`src/inc/emb_consts.svh`:
```
/*
 Constants of the external memory bus block: widths, field positions of a
 queued request word, reset values and pin levels.
 Assumes inclusion by bare name from the design file.
*/
`ifndef EMB_CONSTS_SVH
`define EMB_CONSTS_SVH
`define EMB_ADDR_W      22
`define EMB_AD_W        8
`define EMB_HI_LSB      8
`define EMB_HI_W        14
`define EMB_TOP_BIT     21
`define EMB_WD_LSB      22
`define EMB_WR_BIT      30
`define EMB_EXT_BIT     31
`define EMB_REQ_W       32
`define EMB_FIFO_DEPTH  8
`define EMB_LSTR_RST    2'h3
`define EMB_USTR_RST    2'h3
`define EMB_RW_READ     1'h1
`define EMB_RW_WRITE    1'h0
`define EMB_AD_IDLE     8'hFF
`endif

```
`src/inc/emb_pkg.sv`:
```
/*
 Types of the external memory bus block.
 Assumes nothing beyond a SystemVerilog compiler.
*/
package emb_pkg;
    typedef enum logic [2:0] {
        ST_IDLE = 3'h1,
        ST_T1   = 3'h2,
        ST_T2   = 3'h4
    } emb_state_e;
endpackage : emb_pkg

```
`src/design/emb_bus.sv`:
```
/*
 External memory bus master: a request FIFO feeding a two-phase cycle engine
 that drives the multiplexed address/data port, high address and strobes.
 Assumes requests and pins synchronous to CLK_I, external pull-ups on the
 strobes, and a pad layer that resolves each pin from its output enable.
*/
// Functional notes
// - Every memory cycle is an address phase followed by a data phase.
// - Address is driven when address strobe falls, valid when it rises.
// - High address stays stable from one address phase to the next.
// - Read: data port floats in data phase; data sampled at strobe rise.
// - Write: data driven from data strobe fall, held until next address.
// - Data strobe goes low in data phase only for external accesses.
// - Address strobe is low in each external address phase; its rise marks valid.
// - Strobes and read/write float on bus acknowledge or float bit.
// - Under reset strobes and read/write stay high, pulled up.
// - Read/write is high for reads, low for writes.
// - Read/write is set at cycle start and kept until next cycle.
// - Top address bit picks upper or lower block; lower uses second strobe in dual strobe mode.
// - Second strobe stays high whenever internal memory is addressed.
// - Second strobe reaches its pin only when its alternate function is on.
// - With wait enabled, each low wait sample stretches the current phase.
// - Dual strobe mode: lower block uses second strobe, primary stays high.
// - Per-block 2-bit stretch adds 0..3 address phase cycles; lower resets 3.
`include "emb_consts.svh"

module emb_fifo #(
    parameter int W = `EMB_REQ_W,
    parameter int D = `EMB_FIFO_DEPTH
) (
    input  wire logic         clk_i,
    input  wire logic         rst_n_i,
    input  wire logic         in_valid_i,
    input  wire logic [W-1:0] in_data_i,
    output logic              in_ready_o,
    output logic              out_valid_o,
    output logic [W-1:0]      out_data_o,
    input  wire logic         out_ready_i
);
    localparam int AW = $clog2(D);

    if (D < 2 || (D & (D - 1)) != 0) begin : g_bad_depth
        $error("emb_fifo depth must be a power of two, at least 2");
    end

    logic [W-1:0]  mem [D];
    logic [AW-1:0] wp_r;
    logic [AW-1:0] rp_r;
    logic [AW:0]   cnt_r;
    logic [AW:0]   cnt_nxt;
    logic          rdy_r;
    wire           push = in_valid_i && rdy_r;
    wire           pop  = out_valid_o && out_ready_i;

    assign in_ready_o  = rdy_r;
    assign out_valid_o = (cnt_r != '0);
    assign out_data_o  = mem[rp_r];

    always_comb begin
        cnt_nxt = cnt_r;
        if (push && !pop) begin
            cnt_nxt = cnt_r + (AW + 1)'(1);
        end else if (pop && !push) begin
            cnt_nxt = cnt_r - (AW + 1)'(1);
        end
    end

    // Ready is registered so back-pressure reaches the source from a flop
    always_ff @(posedge clk_i) begin
        if (!rst_n_i) begin
            wp_r  <= '0;
            rp_r  <= '0;
            cnt_r <= '0;
            rdy_r <= 1'b0;
        end else begin
            cnt_r <= cnt_nxt;
            rdy_r <= (cnt_nxt != (AW + 1)'(D));
            if (push) begin
                wp_r <= wp_r + AW'(1);
            end
            if (pop) begin
                rp_r <= rp_r + AW'(1);
            end
        end
    end

    always_ff @(posedge clk_i) begin
        if (push) begin
            mem[wp_r] <= in_data_i;
        end
    end
endmodule : emb_fifo

module emb_bus #(
    parameter int FIFO_DEPTH = `EMB_FIFO_DEPTH
) (
    input  wire logic                   CLK_I,
    input  wire logic                   NRST_I,
    input  wire logic                   REQ_VALID_I,
    output logic                        REQ_READY_O,
    input  wire logic [`EMB_ADDR_W-1:0] REQ_ADDR_I,
    input  wire logic                   REQ_WRITE_I,
    input  wire logic                   REQ_EXT_I,
    input  wire logic [`EMB_AD_W-1:0]   REQ_WDATA_I,
    output logic                        RD_VALID_O,
    output logic [`EMB_AD_W-1:0]        RD_DATA_O,
    input  wire logic                   BUS_ACK_I,
    input  wire logic                   BUS_FLOAT_BIT_I,
    input  wire logic                   EXT_WAIT_ENABLE_I,
    input  wire logic                   DUAL_STROBE_ENABLE_I,
    input  wire logic                   LOWER_STROBE_AF_I,
    input  wire logic                   CFG_WE_I,
    input  wire logic [1:0]             LOWER_STROBE_STRETCH_I,
    input  wire logic [1:0]             UPPER_STROBE_STRETCH_I,
    output logic [1:0]                  LOWER_STROBE_STRETCH_O,
    output logic [1:0]                  UPPER_STROBE_STRETCH_O,
    input  wire logic                   WAIT_N_I,
    input  wire logic [`EMB_AD_W-1:0]   AD_I,
    output logic [`EMB_AD_W-1:0]        AD_O,
    output logic                        AD_OE_N_O,
    output logic [`EMB_HI_W-1:0]        HIGH_ADDR_O,
    output logic                        ADDR_STROBE_N_O,
    output logic                        DATA_STROBE_N_O,
    output logic                        LOWER_BLOCK_STROBE_N_O,
    output logic                        RW_O,
    output logic                        CTL_OE_N_O,
    output logic                        LOWER_BLOCK_OE_N_O
);
    if (FIFO_DEPTH < 2) begin : g_bad_depth
        $error("emb_bus needs a request FIFO of at least two words");
    end

    logic [`EMB_REQ_W-1:0] head;
    logic                  head_valid;
    logic                  fifo_ready;
    logic                  start;
    emb_pkg::emb_state_e   state_r;
    emb_pkg::emb_state_e   state_nxt;
    logic [1:0]            cnt_r;
    logic [1:0]            cnt_nxt;
    logic [`EMB_REQ_W-1:0] cur_r;
    logic [1:0]            lstr_r;
    logic [1:0]            ustr_r;

    emb_fifo #(.W(`EMB_REQ_W), .D(FIFO_DEPTH)) u_fifo (
        .clk_i       (CLK_I),
        .rst_n_i     (NRST_I),
        .in_valid_i  (REQ_VALID_I),
        .in_data_i   ({REQ_EXT_I, REQ_WRITE_I, REQ_WDATA_I, REQ_ADDR_I}),
        .in_ready_o  (fifo_ready),
        .out_valid_o (head_valid),
        .out_data_o  (head),
        .out_ready_i (start)
    );
    assign REQ_READY_O = fifo_ready;

    // Decode of the current and next request
    wire wait_act  = EXT_WAIT_ENABLE_I && !WAIT_N_I;
    wire t1_done   = (state_r == emb_pkg::ST_T1) && (cnt_r == 2'h0) && !wait_act;
    wire t2_done   = (state_r == emb_pkg::ST_T2) && !wait_act;
    // No new cycle is begun while the bus is handed to another master
    assign start   = head_valid && !BUS_ACK_I &&
                     ((state_r == emb_pkg::ST_IDLE) || t2_done);
    wire [`EMB_REQ_W-1:0] cur_nxt = start ? head : cur_r;
    wire       nx_ext   = cur_nxt[`EMB_EXT_BIT];
    wire       nx_wr    = cur_nxt[`EMB_WR_BIT];
    wire       nx_upper = cur_nxt[`EMB_TOP_BIT];
    wire       use_ds2  = DUAL_STROBE_ENABLE_I && !nx_upper;
    wire [1:0] head_str = head[`EMB_TOP_BIT] ? ustr_r : lstr_r;
    wire       cur_ext  = cur_r[`EMB_EXT_BIT];
    wire       cur_wr   = cur_r[`EMB_WR_BIT];
    wire       enter_t2 = t1_done;
    wire       rd_done  = t2_done && cur_ext && !cur_wr;
    wire       float_nx = BUS_ACK_I || BUS_FLOAT_BIT_I;

    always_comb begin
        state_nxt = state_r;
        cnt_nxt   = cnt_r;
        case (state_r)
            emb_pkg::ST_IDLE: begin
                if (start) begin
                    state_nxt = emb_pkg::ST_T1;
                    cnt_nxt   = head_str;
                end
            end
            emb_pkg::ST_T1: begin
                // A low wait sample freezes the count, so it adds a cycle
                // even in the middle of a programmed stretch
                if (wait_act) begin
                    cnt_nxt = cnt_r;
                end else if (cnt_r != 2'h0) begin
                    cnt_nxt = cnt_r - 2'h1;
                end else begin
                    state_nxt = emb_pkg::ST_T2;
                end
            end
            emb_pkg::ST_T2: begin
                if (start) begin
                    state_nxt = emb_pkg::ST_T1;
                    cnt_nxt   = head_str;
                end else if (t2_done) begin
                    state_nxt = emb_pkg::ST_IDLE;
                end
            end
            default: begin
                state_nxt = emb_pkg::ST_IDLE;
                cnt_nxt   = 2'h0;
            end
        endcase
    end

    // Strobe levels follow the next state so that each pin is a flop output
    wire as_nxt  = !((state_nxt == emb_pkg::ST_T1) && nx_ext);
    wire t2_ext  = (state_nxt == emb_pkg::ST_T2) && nx_ext;
    wire ds_nxt  = !(t2_ext && !use_ds2);
    wire ds2_nxt = !(t2_ext && use_ds2);

    always_ff @(posedge CLK_I) begin
        if (!NRST_I) begin
            state_r <= emb_pkg::ST_IDLE;
            cnt_r   <= 2'h0;
            cur_r   <= '0;
            lstr_r  <= `EMB_LSTR_RST;
            ustr_r  <= `EMB_USTR_RST;
        end else begin
            state_r <= state_nxt;
            cnt_r   <= cnt_nxt;
            cur_r   <= cur_nxt;
            if (CFG_WE_I) begin
                lstr_r <= LOWER_STROBE_STRETCH_I;
                ustr_r <= UPPER_STROBE_STRETCH_I;
            end
        end
    end

    // Strobes held high and released to the pull-ups while in reset
    always_ff @(posedge CLK_I) begin
        if (!NRST_I) begin
            ADDR_STROBE_N_O        <= 1'b1;
            DATA_STROBE_N_O        <= 1'b1;
            LOWER_BLOCK_STROBE_N_O <= 1'b1;
            CTL_OE_N_O             <= 1'b1;
            LOWER_BLOCK_OE_N_O     <= 1'b1;
        end else begin
            ADDR_STROBE_N_O        <= as_nxt;
            DATA_STROBE_N_O        <= ds_nxt;
            LOWER_BLOCK_STROBE_N_O <= ds2_nxt;
            CTL_OE_N_O             <= float_nx;
            LOWER_BLOCK_OE_N_O     <= float_nx || !LOWER_STROBE_AF_I;
        end
    end

    // Address, direction and data change only at a cycle start or T1 exit,
    // which keeps them frozen through every stretch cycle
    always_ff @(posedge CLK_I) begin
        if (!NRST_I) begin
            RW_O        <= `EMB_RW_READ;
            HIGH_ADDR_O <= '0;
            AD_O        <= `EMB_AD_IDLE;
            AD_OE_N_O   <= 1'b1;
        end else if (start && nx_ext) begin
            RW_O        <= nx_wr ? `EMB_RW_WRITE : `EMB_RW_READ;
            HIGH_ADDR_O <= cur_nxt[`EMB_TOP_BIT:`EMB_HI_LSB];
            AD_O        <= cur_nxt[`EMB_AD_W-1:0];
            AD_OE_N_O   <= 1'b0;
        end else if (enter_t2 && cur_ext) begin
            AD_O        <= cur_wr ? cur_r[`EMB_WR_BIT-1:`EMB_WD_LSB] : AD_O;
            AD_OE_N_O   <= !cur_wr;
        end
    end

    // Read data taken on the edge where the data strobe rises
    always_ff @(posedge CLK_I) begin
        if (!NRST_I) begin
            RD_VALID_O <= 1'b0;
            RD_DATA_O  <= '0;
        end else begin
            RD_VALID_O <= rd_done;
            if (rd_done) begin
                RD_DATA_O <= AD_I;
            end
        end
    end

    assign LOWER_STROBE_STRETCH_O = lstr_r;
    assign UPPER_STROBE_STRETCH_O = ustr_r;
endmodule : emb_bus

```
`config.mk`:
```
export PLATFORM = sky130hd
export DESIGN_NAME = emb_bus
export DESIGN_NICKNAME = d
export VERILOG_FILES = /design/src/inc/emb_pkg.sv /design/src/design/emb_bus.sv
export VERILOG_INCLUDE_DIRS = /design/src /design/src/inc
export SDC_FILE = /design/constraint.sdc
export NUM_CORES = 1
export LEC_CHECK = 0
export BUFFER_PORTS_ARGS = -buffer_cell sky130_fd_sc_hd__buf_2
export CORE_MARGIN = 3
export CORE_UTILIZATION = 40
export CTS_CLUSTER_SIZE = 28
export DETAILED_ROUTE_END_ITERATION = 7
export PLACE_DENSITY = 0.62
export SYNTH_ARGS = -nofsm -noshare
export SYNTH_HDL_FRONTEND = slang
export SYNTH_HIERARCHICAL = 1
export SYNTH_SLANG_ARGS = --single-unit
export TNS_END_PERCENT = 10
```
`constraint.sdc`:
```
create_clock -name CLK_I -period 9.61 [get_ports CLK_I]
set_input_delay 1.922 -clock CLK_I [delete_from_list [all_inputs] [get_ports CLK_I]]
set_output_delay 1.922 -clock CLK_I [all_outputs]
set_load 0.1 [all_outputs]
```
==> reports/qor.csv, run 1 <==
stage;metric;value;unit
outcome;status;finished, final reports clean;
sta;fin_worst_skew;11.74;ps
power;leakage;4.923;nW
clocking;clock-sinks;328;
drt;detail_route.iter0.violations;332;
floorplanning;die_h;183.7;µm
placed_design;port-buffer-count;96;
global_routing;grt_pass1_wl;38520;µm
global_routing;overflow;0;
yosys;synth_ff_type;edfxtp_1;
clocking;cts_tree;done;
power;ir_drop;94.16;µV
sta;holdWs;473.4;ps
run;cap_violations;0;
drt;num_vias;6324;
global_routing;grt_usage;14.93;%
clocking;cts_resized;0;
drt;drc_errors;0;
yosys;synth_edf_count;256;
sta;finalHoldViolCount;0;
sta;period_minus_slack;3898;ps
placed_design;gp_congestion;0.7998;
yosys;async_flop_share;0;%
clocking;root_buffer;clkbuf_16;
drt;wl_per_cell;20.43;µm
layout;design_area;0.01465;mm²
global_routing;antenna_found_initial;2;
yosys;synthCells;693;
clocking;postCtsHoldBufs;0;
layout;nets;859;
critical_path;crit_type;input pin to flop;
critical_path;max_stage_delay;480;ps
yosys;synth.most_common_cell;edfxtp_1;
floorplanning;fp-row-count;64;
worst_hold_path;hold_path.class;flop to flop;
floorplanning;start_util;40.99;%
layout;layout-drive-gt1-share;33.09;%
global_routing;grt_pass1_vias;6508;
yosys;synth_area_per_cell;18.24;µm²
placed_design;hpwl;13760;µm
critical_path;worstPathCellList;buf_2 -> nor2b_1 -> o21ai_1 -> nand2_1 -> inv_2 -> a21bo_1 -> or4_4 -> o21ai_2 -> xor2_1 -> a31oi_1;
critical_path;crit_family;simple AND/OR/NAND/NOR gates;
sta;finalSetupViolCount;0;
clocking;h-tree-depth;2;
critical_path;slowest_stage;or4_4;
sta;final.period_utilization;40.56;%
drt;dr.pass1.iters;4;
yosys;syn-num-nets;752;
floorplanning;pin_count;97;
drt;ant_nets;0;
placed_design;placed_cell_area;0.01360;mm²
layout;ff_latch_area;0.009135;mm²
layout;nFillCells;2567;
sta;rsz0062_at_grt;no;
yosys;yosysUniqueCellTypes;52;
yosys;synth_seq_cells;328;
sta;tns;0;ps
yosys;synth_area;0.01264;mm²
yosys;synthTopCellsByArea;edfxtp_1 61%, dfxtp_1 11%, mux4_2 11%, mux2i_1 3.0%, mux2_2 2.9%;
drt;drt-total-wl;24950;µm
power;pwr_density_cell;228.2;mW/mm²
floorplanning;core-area;0.03083;mm²
sta;max-slew-margin-rel;29.43;%
critical_path;crit_path_start_kind;input pin;
clocking;numCtsBuffers;34;
sta;finalMaxSlewViolations;0;
floorplanning;die-area;0.03376;mm²
yosys;ys_seq_area_share;72.24;%
critical_path;cp.required;9980;ps
layout;syn2layout_area_growth;15.92;%
layout;final_util;47.52;%
yosys;ys_warn_count;6;
clocking;clockBufferDepth;3;
yosys;yosysTopAreaCellShare;60.83;%
layout;antenna_cells;0;
critical_path;crit_arrival;4270;ps
layout;multi_input_area;0.003359;mm²
sta;worst_pin_slew;1058;ps
critical_path;crit_buf_inv;2;
clocking;path_clk_slew;60;ps
clocking;clock_latency;500;ps
critical_path;setup.worst_path.end_class;flop;
sta;clock.fmax;0.2566;GHz
yosys;netlist.top_cell.by_area;edfxtp_1;
floorplanning;die_width;183.7;µm
drt;drt-vias-per-instance;5.179;
clocking;cts_setup_buffers;0;
yosys;synth_common_cells;256 x edfxtp_1, 72 x dfxtp_1, 64 x mux4_2;
global_routing;grt_max_degree;65;
critical_path;critPathMaxFanout;17;
## final timing paths
path / start / to / slack, ps / depth (start not counted)
min: cur_r[30] / cur_r[30] / 470 / 2
min reg2reg: cur_r[30] / cur_r[30] / 470 / 2
max: EXT_WAIT_ENABLE_I / u_fifo/in_ready_o / 5710 / 10
max reg2reg: flop / AD_O[3] / 6050 / 6
## power breakdown
part | switching, W | total [W] | internal, W
clock network | 0.000504 | 0.00122 | 0.000717
logic | 0.000304 | 0.000492 | 0.000188
registers | 0.0000437 | 0.00163 | 0.00159
total | 0.000852 | 0.00334 | 0.00249
## registers in the layout, indices dropped and copies added, names as in the netlist, 2 cells and up, named ones only
| register | cells |
|---|---|
| cnt_r | 2 |
| state_r | 3 |
| LOWER_STROBE_STRETCH_O | 2 |
| u_fifo/mem | 256 |
| UPPER_STROBE_STRETCH_O | 2 |
| RD_DATA_O | 8 |
| u_fifo/cnt_r | 4 |
| u_fifo/rp_r | 3 |
| HIGH_ADDR_O | 14 |
| AD_O | 8 |
| u_fifo/wp_r | 3 |
| cur_r | 11 |
## cells by family (layout without fill, tap and decap cells)
| group | count (synthesis) | count (layout) | share of synthesized area (%) |
|---|---|---|---|
| simple gates | 124 | 124 | 5.257 |
| mux | 134 | 134 | 17.27 |
| fa+ha+maj | 5 | 5 | 0.4950 |
| compound gates | 49 | 49 | 2.723 |
| buf+inv | 47 | 179 | 1.604 |
| xor+xnor | 6 | 6 | 0.4158 |
| flops | 328 | 328 | 72.24 |
## routing by layer
metal | routed length, µm | vias up | global-route usage (%)
li1 | - | 2930 | -
met1 | 11080 | 3215 | 20.05
met2 | 12330 | 141 | 25.39
met3 | 1093 | 34 | 2.691
met4 | 413 | 4 | 3.931
met5 | 34 | - | 0
## cell type report
type | count | share of cell area, %
inverters | 10 | 0.2562
clock buffers | 48 | 6.739
clock inverters | 13 | 0.4356
multi-input cells | 318 | 22.93
well taps | 396 | 3.382
flip-flops and latches | 328 | 62.36
repair buffers | 108 | 3.895
## worst reg2reg max path: cells and delay by family (launching register included)
kind	cells	cell delay, ps
and+or+nand+nor	2	1010
muxes	2	920
buffers and inverters	1	840
DFF	1	570
AOI/OAI and AO/OA	1	110
## placed cells by master, fill, tap and decap left out, drive strengths merged, types with 2 or more instances in the layout
master	netlist	final
edfxtp	256	256
buf	16	108
dfxtp	72	72
mux4	64	64
clkbuf	21	48
nand2	43	43
mux2i	38	38
mux2	32	32
nor2b	26	26
a21oi	15	15
nor2	12	12
inv	10	11
a21boi	11	11
clkinv	0	11
nor3b	10	10
nand3	9	9
and2	6	6
nor3	6	6
nand2b	5	5
ha	5	5
xor2	5	5
a21bo	3	3
o21ai	3	3
o211ai	2	2
o32a	2	2
o211a	2	2
a31oi	2	2
a211oi	2	2
## stage by stage
step / instances / total power [W] / worst slack [ps]
2_1_floorplan: 693 / 0.002047 / 3896
3_3_place_gp: 1160 / 0.002155 / 5268
3_5_place_dp: 1160 / 0.002159 / 5207
4_1_cts: 1221 / 0.003389 / 5730
5_1_grt: 1221 / 0.003491 / 5527
6_report: 1221 / 0.003342 / 5712
Power figures use the tool's default switching activity.
==> run 2: changes to the inputs <==
==> constraint.sdc (replaced) <==
create_clock -name CLK_I -period 3.8 [get_ports CLK_I]
set_input_delay 0.76 -clock CLK_I [delete_from_list [all_inputs] [get_ports CLK_I]]
set_output_delay 0.76 -clock CLK_I [all_outputs]
set_load 0.1 [all_outputs]
==> reports/qor.csv, run 2 (synthesis gave the netlist of run 1 again) <==
stage;metric;value;unit;change
critical_path;crit_start;u_fifo/cnt_r[0];;
clocking;h-tree-depth;2;;unchanged
floorplanning;core-area;0.03083;mm²;unchanged
clocking;path_clk_slew;60;ps;about the same
global_routing;overflow;0;;unchanged
global_routing;grt_util_met2;25.77;%;+0.39 points
floorplanning;pin_count;97;;unchanged
sta;fin_worst_skew;17.89;ps;+6.144 ps
global_routing;grt_max_degree;43;;-34%
layout;final_util;47.82;%;+0.30 points
critical_path;crit_path_start_kind;flop;;
critical_path;setup.worst_path.end_class;flop;;
power;intPower;0.006307;W;+150%
critical_path;r2r_end;u_fifo/in_ready_o;;
power;p_comb_share;14.7;%;about the same
layout;layout-drive-gt1-share;33.33;%;+0.24 points
layout;nets;868;;+1.0%
critical_path;r2r-start;u_fifo/cnt_r[0];;
critical_path;ff2ff_path_depth;14;;+8
clocking;clock_latency;520;ps;+20 ps
clocking;cts_setup_buffers;0;;unchanged
sta;worst_pin_slew;750.8;ps;-307.7 ps
sta;finalMaxSlewViolations;0;;unchanged
clocking;cts_resized;0;;unchanged
worst_hold_path;hold_path.class;input pin to flop;;
placed_design;gp_congestion;0.7891;;-1.3%
drt;drt-total-wl;24930;µm;-0.10%
layout;largest_reg_flops;256;;unchanged
power;clockPowerShare;37.0;%;+0.5 points
placed_design;port-buffer-count;96;;unchanged
drt;dr.pass1.iters;6;;+2
placed_design;hpwl;14670;µm;+6.6%
drt;drt-vias-per-instance;5.156;;-0.45%
layout;layout_common_cells;256 x edfxtp_1, 96 x buf_2, 70 x dfxtp_1;;
layout;mostFrequentLayoutCell;edfxtp_1;;
outcome;status;finished, final reports clean;;
clocking;cts_tree;done;;
layout;top_register;u_fifo/mem;;
critical_path;crit_arrival;3540;ps;-730 ps
global_routing;busiest_layer;met2;;
layout;design_area;0.01474;mm²;+0.63%
global_routing;met1_usage;19.47;%;-0.58 points
critical_path;crit_type;flop to flop;;
drt;drc_errors;0;;unchanged
power;p_sw;0.002237;W;+160%
run;cap_violations;0;;unchanged
power;power_frac_seq;48.3;%;-0.5 points
drt;num_vias;6347;;+0.36%
global_routing;grt_pass1_wl;38700;µm;+0.47%
sta;finalHoldViolCount;0;;unchanged
floorplanning;die-area;0.03376;mm²;unchanged
clocking;root_buffer;clkbuf_16;;
worst_hold_path;hold_depth;2;;unchanged
critical_path;critPathMaxFanout;17;;unchanged
sta;clock.fmax;0.3163;GHz;
layout;largestRegisters;u_fifo/mem (256), HIGH_ADDR_O (14), cur_r (11);;
power;pwr_density_cell;579.6;mW/mm²;+150%
critical_path;cp-endpoint;u_fifo/in_ready_o;;
clocking;clockBufferDepth;3;;unchanged
global_routing;grt_usage;14.99;%;+0.063 points
floorplanning;die_h;183.7;µm;unchanged
sta;final.period_utilization;83.21;%;
drt;detail_route.iter0.violations;427;;+29%
power;sw_frac_of_total;26.18;%;+0.69 points
floorplanning;die_width;183.7;µm;unchanged
sta;rsz0062_at_grt;no;;
sta;finalSetupViolCount;0;;unchanged
critical_path;cp.required;4180;ps;-5800 ps
global_routing;met3_usage;3.146;%;+0.46 points
floorplanning;fp-row-count;64;;unchanged
drt;wl_per_cell;20.25;µm;-0.91%
placed_design;placed_cell_area;0.01366;mm²;+0.48%
clocking;clock-sinks;328;;unchanged
floorplanning;start_util;40.99;%;unchanged
layout;syn2layout_area_growth;16.65;%;
clocking;numCtsBuffers;37;;+8.8%
sta;max-slew-margin-rel;49.88;%;+20 points
sta;period_minus_slack;3162;ps;
clocking;postCtsHoldBufs;0;;unchanged
global_routing;grt_pass1_vias;6612;;+1.6%
global_routing;antenna_found_initial;4;;+2
power;ir_drop;269.3;µV;+190%
drt;ant_nets;0;;unchanged
power;leakage;4.966;nW;+0.86%
critical_path;reg2reg_slack;640;ps;-5410 ps
run 2: changes by cell type in the layout (fill, tap and decap cells not counted), sizes merged:
cell and change:
clkbuf -3, buf +6, clkinv +6, diode +1
run 2: how the worst min path moves through the flow:
stage	startpoint	to	slack, ps
2_1_floorplan	cur_r[22]	cur_r[22]	430
3_3_place_gp	cur_r[30]	cur_r[30]	440
3_5_place_dp	cur_r[22]	cur_r[22]	450
4_1_cts	LOWER_STROBE_AF_I	LOWER_BLOCK_OE_N_O	410
5_1_grt	LOWER_STROBE_AF_I	LOWER_BLOCK_OE_N_O	420
6_report	LOWER_STROBE_AF_I	LOWER_BLOCK_OE_N_O	430
run 2: power by group through the flow:
stage,clock network [W],registers (W),logic [W]
floorplan,0,0.00442,0.000753
global placement,0,0.00420,0.00127
detailed placement,0,0.00420,0.00128
CTS,0.00325,0.00413,0.00128
global route,0.00340,0.00415,0.00137
finish,0.00316,0.00412,0.00126
run 2: layer usage:
layer,vias to the layer above,part of all wire (%)
met5,-,0.14
met4,6,1.9
met3,36,5.4
met2,147,50
met1,3221,43
li1,2937,-
run 2: metrics by stage:
stage	setup TNS (ps)	hold slack, ps	total power (W)	instances	worst slack [ps]
6_report	0	427.8	0.008544	1231	638.0
4_1_cts	0	414.0	0.008661	1230	622.9
3_3_place_gp	0	443.9	0.005471	1166	738.3
5_1_grt	0	419.7	0.008919	1230	354.4
2_1_floorplan	-36130	434.7	0.005176	693	-291.0
3_5_place_dp	0	451.7	0.005482	1166	630.9
run 2: cell type report:
class | instances | area (µm²)
multi-input combinational | 318 | 3368
clock inverter | 19 | 110.1
timing repair buffer | 114 | 628.1
sequential | 328 | 9134
fill | 2549 | 16090
clock buffer | 45 | 965.9
antenna | 1 | 2.502
tap | 396 | 495.5
inverter | 10 | 37.54
run 2: critical path, cell delays in order, from the launching register on:
cell,delay (ps)
dfxtp_1,380
inv_1,90
ha_1,210
nor3b_2,170
inv_2,120
nor2b_1,260
and2_1,210
nand2_1,60
buf_4,200
inv_2,240
a21bo_1,260
or4_4,470
o21ai_2,80
xor2_1,190
a31oi_1,100
==> run 3: changes to the inputs <==
==> constraint.sdc (replaced) <==
create_clock -name CLK_I -period 3.1 [get_ports CLK_I]
set_input_delay 0.62 -clock CLK_I [delete_from_list [all_inputs] [get_ports CLK_I]]
set_output_delay 0.62 -clock CLK_I [all_outputs]
set_load 0.1 [all_outputs]
==> reports/qor.csv, run 3 (synthesis gave the netlist of run 1 again) <==
stage;metric;value;unit;change
clocking;h-tree-depth;2;;unchanged
clocking;cts_tree;done;;
critical_path;setup.worst_path.end_class;flop;;
drt;ant_nets;0;;unchanged
drt;drc_errors;0;;unchanged
clocking;numCtsBuffers;34;;-8.1%
sta;finalMaxSlewViolations;0;;unchanged
clocking;cts_setup_buffers;0;;unchanged
critical_path;cp.required;3470;ps;-710 ps
floorplanning;start_util;40.99;%;unchanged
layout;nets;865;;-0.35%
drt;num_vias;6299;;-0.76%
floorplanning;fp-row-count;64;;unchanged
layout;largest_reg_flops;256;;unchanged
placed_design;hpwl;13940;µm;-5.0%
clocking;clock_latency;510;ps;about the same
sta;period_minus_slack;2815;ps;-346.7 ps
run;cap_violations;0;;unchanged
worst_hold_path;hold_path.class;input pin to flop;;
layout;largestRegisters;u_fifo/mem (256), HIGH_ADDR_O (14), cur_r (11);;
critical_path;crit_type;flop to flop;;
floorplanning;die_h;183.7;µm;unchanged
layout;ff_latch_area;0.009135;mm²;about the same
global_routing;grt_usage;14.85;%;-0.15 points
clocking;postCtsHoldBufs;0;;unchanged
sta;holdWs;301.7;ps;-126.0 ps
sta;worst_pin_slew;668.5;ps;-82.24 ps
critical_path;crit_start;u_fifo/cnt_r[0];;
clocking;path_clk_slew;60;ps;about the same
sta;finalHoldViolCount;0;;unchanged
global_routing;grt_pass1_vias;6698;;+1.3%
placed_design;dp_cells;1166;;unchanged
sta;setup_ws;284.7;ps;-353.3 ps
clocking;root_buffer;clkbuf_16;;
layout;syn2layout_area_growth;17.54;%;
clocking;cts_resized;0;;unchanged
drt;dr.pass1.iters;4;;-2
clocking;clock-sinks;328;;unchanged
layout;top_register;u_fifo/mem;;
layout;nFillCells;2575;;+1.0%
critical_path;critPathMaxFanout;7;;-10
placed_design;gp_congestion;0.7787;;-1.3%
critical_path;crit_arrival;3180;ps;-360 ps
sta;finalSetupViolCount;0;;unchanged
drt;drt-vias-per-instance;5.125;;-0.59%
global_routing;grt_max_degree;54;;+26%
placed_design;port-buffer-count;96;;unchanged
drt;wl_per_cell;20.14;µm;-0.51%
sta;final.period_utilization;90.82;%;+7.6 points
sta;max-slew-margin-rel;55.43;%;+5.6 points
floorplanning;core-area;0.03083;mm²;unchanged
drt;drt-total-wl;24760;µm;-0.67%
drt;detail_route.iter0.violations;336;;-21%
sta;clock.fmax;0.3552;GHz;+12%
layout;final_cells;1229;;-0.16%
outcome;status;finished, final reports clean;;
global_routing;antenna_found_initial;3;;-1
global_routing;grt_pass1_wl;38700;µm;about the same
sta;rsz0062_at_grt;no;;
layout;mostFrequentLayoutCell;edfxtp_1;;
global_routing;overflow;0;;unchanged
floorplanning;die-area;0.03376;mm²;unchanged
sta;fin_worst_skew;17.48;ps;-0.4097 ps
power;pwr_density_cell;719.4;mW/mm²;+24%
layout;multi_input_area;0.003393;mm²;+0.74%
power;leakage;5.000;nW;+0.69%
layout;layout_common_cells;256 x edfxtp_1, 96 x buf_2, 69 x dfxtp_1;;
critical_path;r2r-start;u_fifo/cnt_r[0];;
worst_hold_path;hold_path.startpoint;LOWER_STROBE_AF_I;;
layout;layout-drive-gt1-share;34.25;%;+0.92 points
critical_path;crit_path_start_kind;flop;;
power;ir_drop;320.0;µV;+19%
placed_design;pre_cts_ws;321.5;ps;-309.4 ps
floorplanning;pin_count;97;;unchanged
floorplanning;die_width;183.7;µm;unchanged
clocking;clockBufferDepth;3;;unchanged
-- run 3: critical path, stage by stage (launching register included) --
cell and delay, ps:
dfxtp_1 380, inv_1 90, ha_1 220, nor3b_2 180
inv_2 120, nor2b_1 280, and2_1 210, nand2_1 90
inv_2 70, a21bo_1 200, or4_4 470, o21ai_2 70
xor2_1 190, a31oi_1 100
-- run 3: metrics by stage --
| step | instance area (µm²) | util [%] | power [W] | TNS (ps) |
|---|---|---|---|---|
| final | 14850 | 48.18 | 0.01069 | 0 |
| after global routing | 14850 | 48.17 | 0.01116 | 0 |
| after CTS | 14850 | 48.17 | 0.01081 | 0 |
| after detailed placement | 13700 | 44.44 | 0.006719 | 0 |
| after global placement | 13700 | 44.44 | 0.006701 | 0 |
| after floorplan | 12670 | - | 0.006346 | -20870 |
-- run 3: final timing paths --
| check | endpoint | slack, ps | depth (start not counted) |
|---|---|---|---|
| max | u_fifo/in_ready_o | 280 | 13 |
| min | LOWER_BLOCK_OE_N_O | 300 | 2 |
| max reg2reg | u_fifo/in_ready_o | 280 | 13 |
| min reg2reg | cur_r[30] | 460 | 2 |
-- run 3: cell type report --
cell class	instances	area share [%]
Tap cell	396	3.336
Clock buffer	43	6.435
Antenna cell	1	0.01685
Timing Repair Buffer	114	4.313
Inverter	10	0.2527
Clock inverter	19	1.306
Sequential cell	328	61.50
Multi-Input combinational cell	318	22.84
-- run 3: power by group --
group          leakage (nW)  switching [W]  internal [W]
registers              2.90       0.000125       0.00492
logic                  1.54       0.000967      0.000603
clock network         0.563        0.00162       0.00245
total                  5.00        0.00272       0.00797
-- run 3: layer usage --
metal / track usage [%] / share of wire (%) / vias up
met5: 0 / 0.085 / -
met4: 3.719 / 2.0 / 4
met3: 3.087 / 4.6 / 36
met2: 25.77 / 49 / 130
met1: 19.26 / 44 / 3187
li1: - / - / 2942
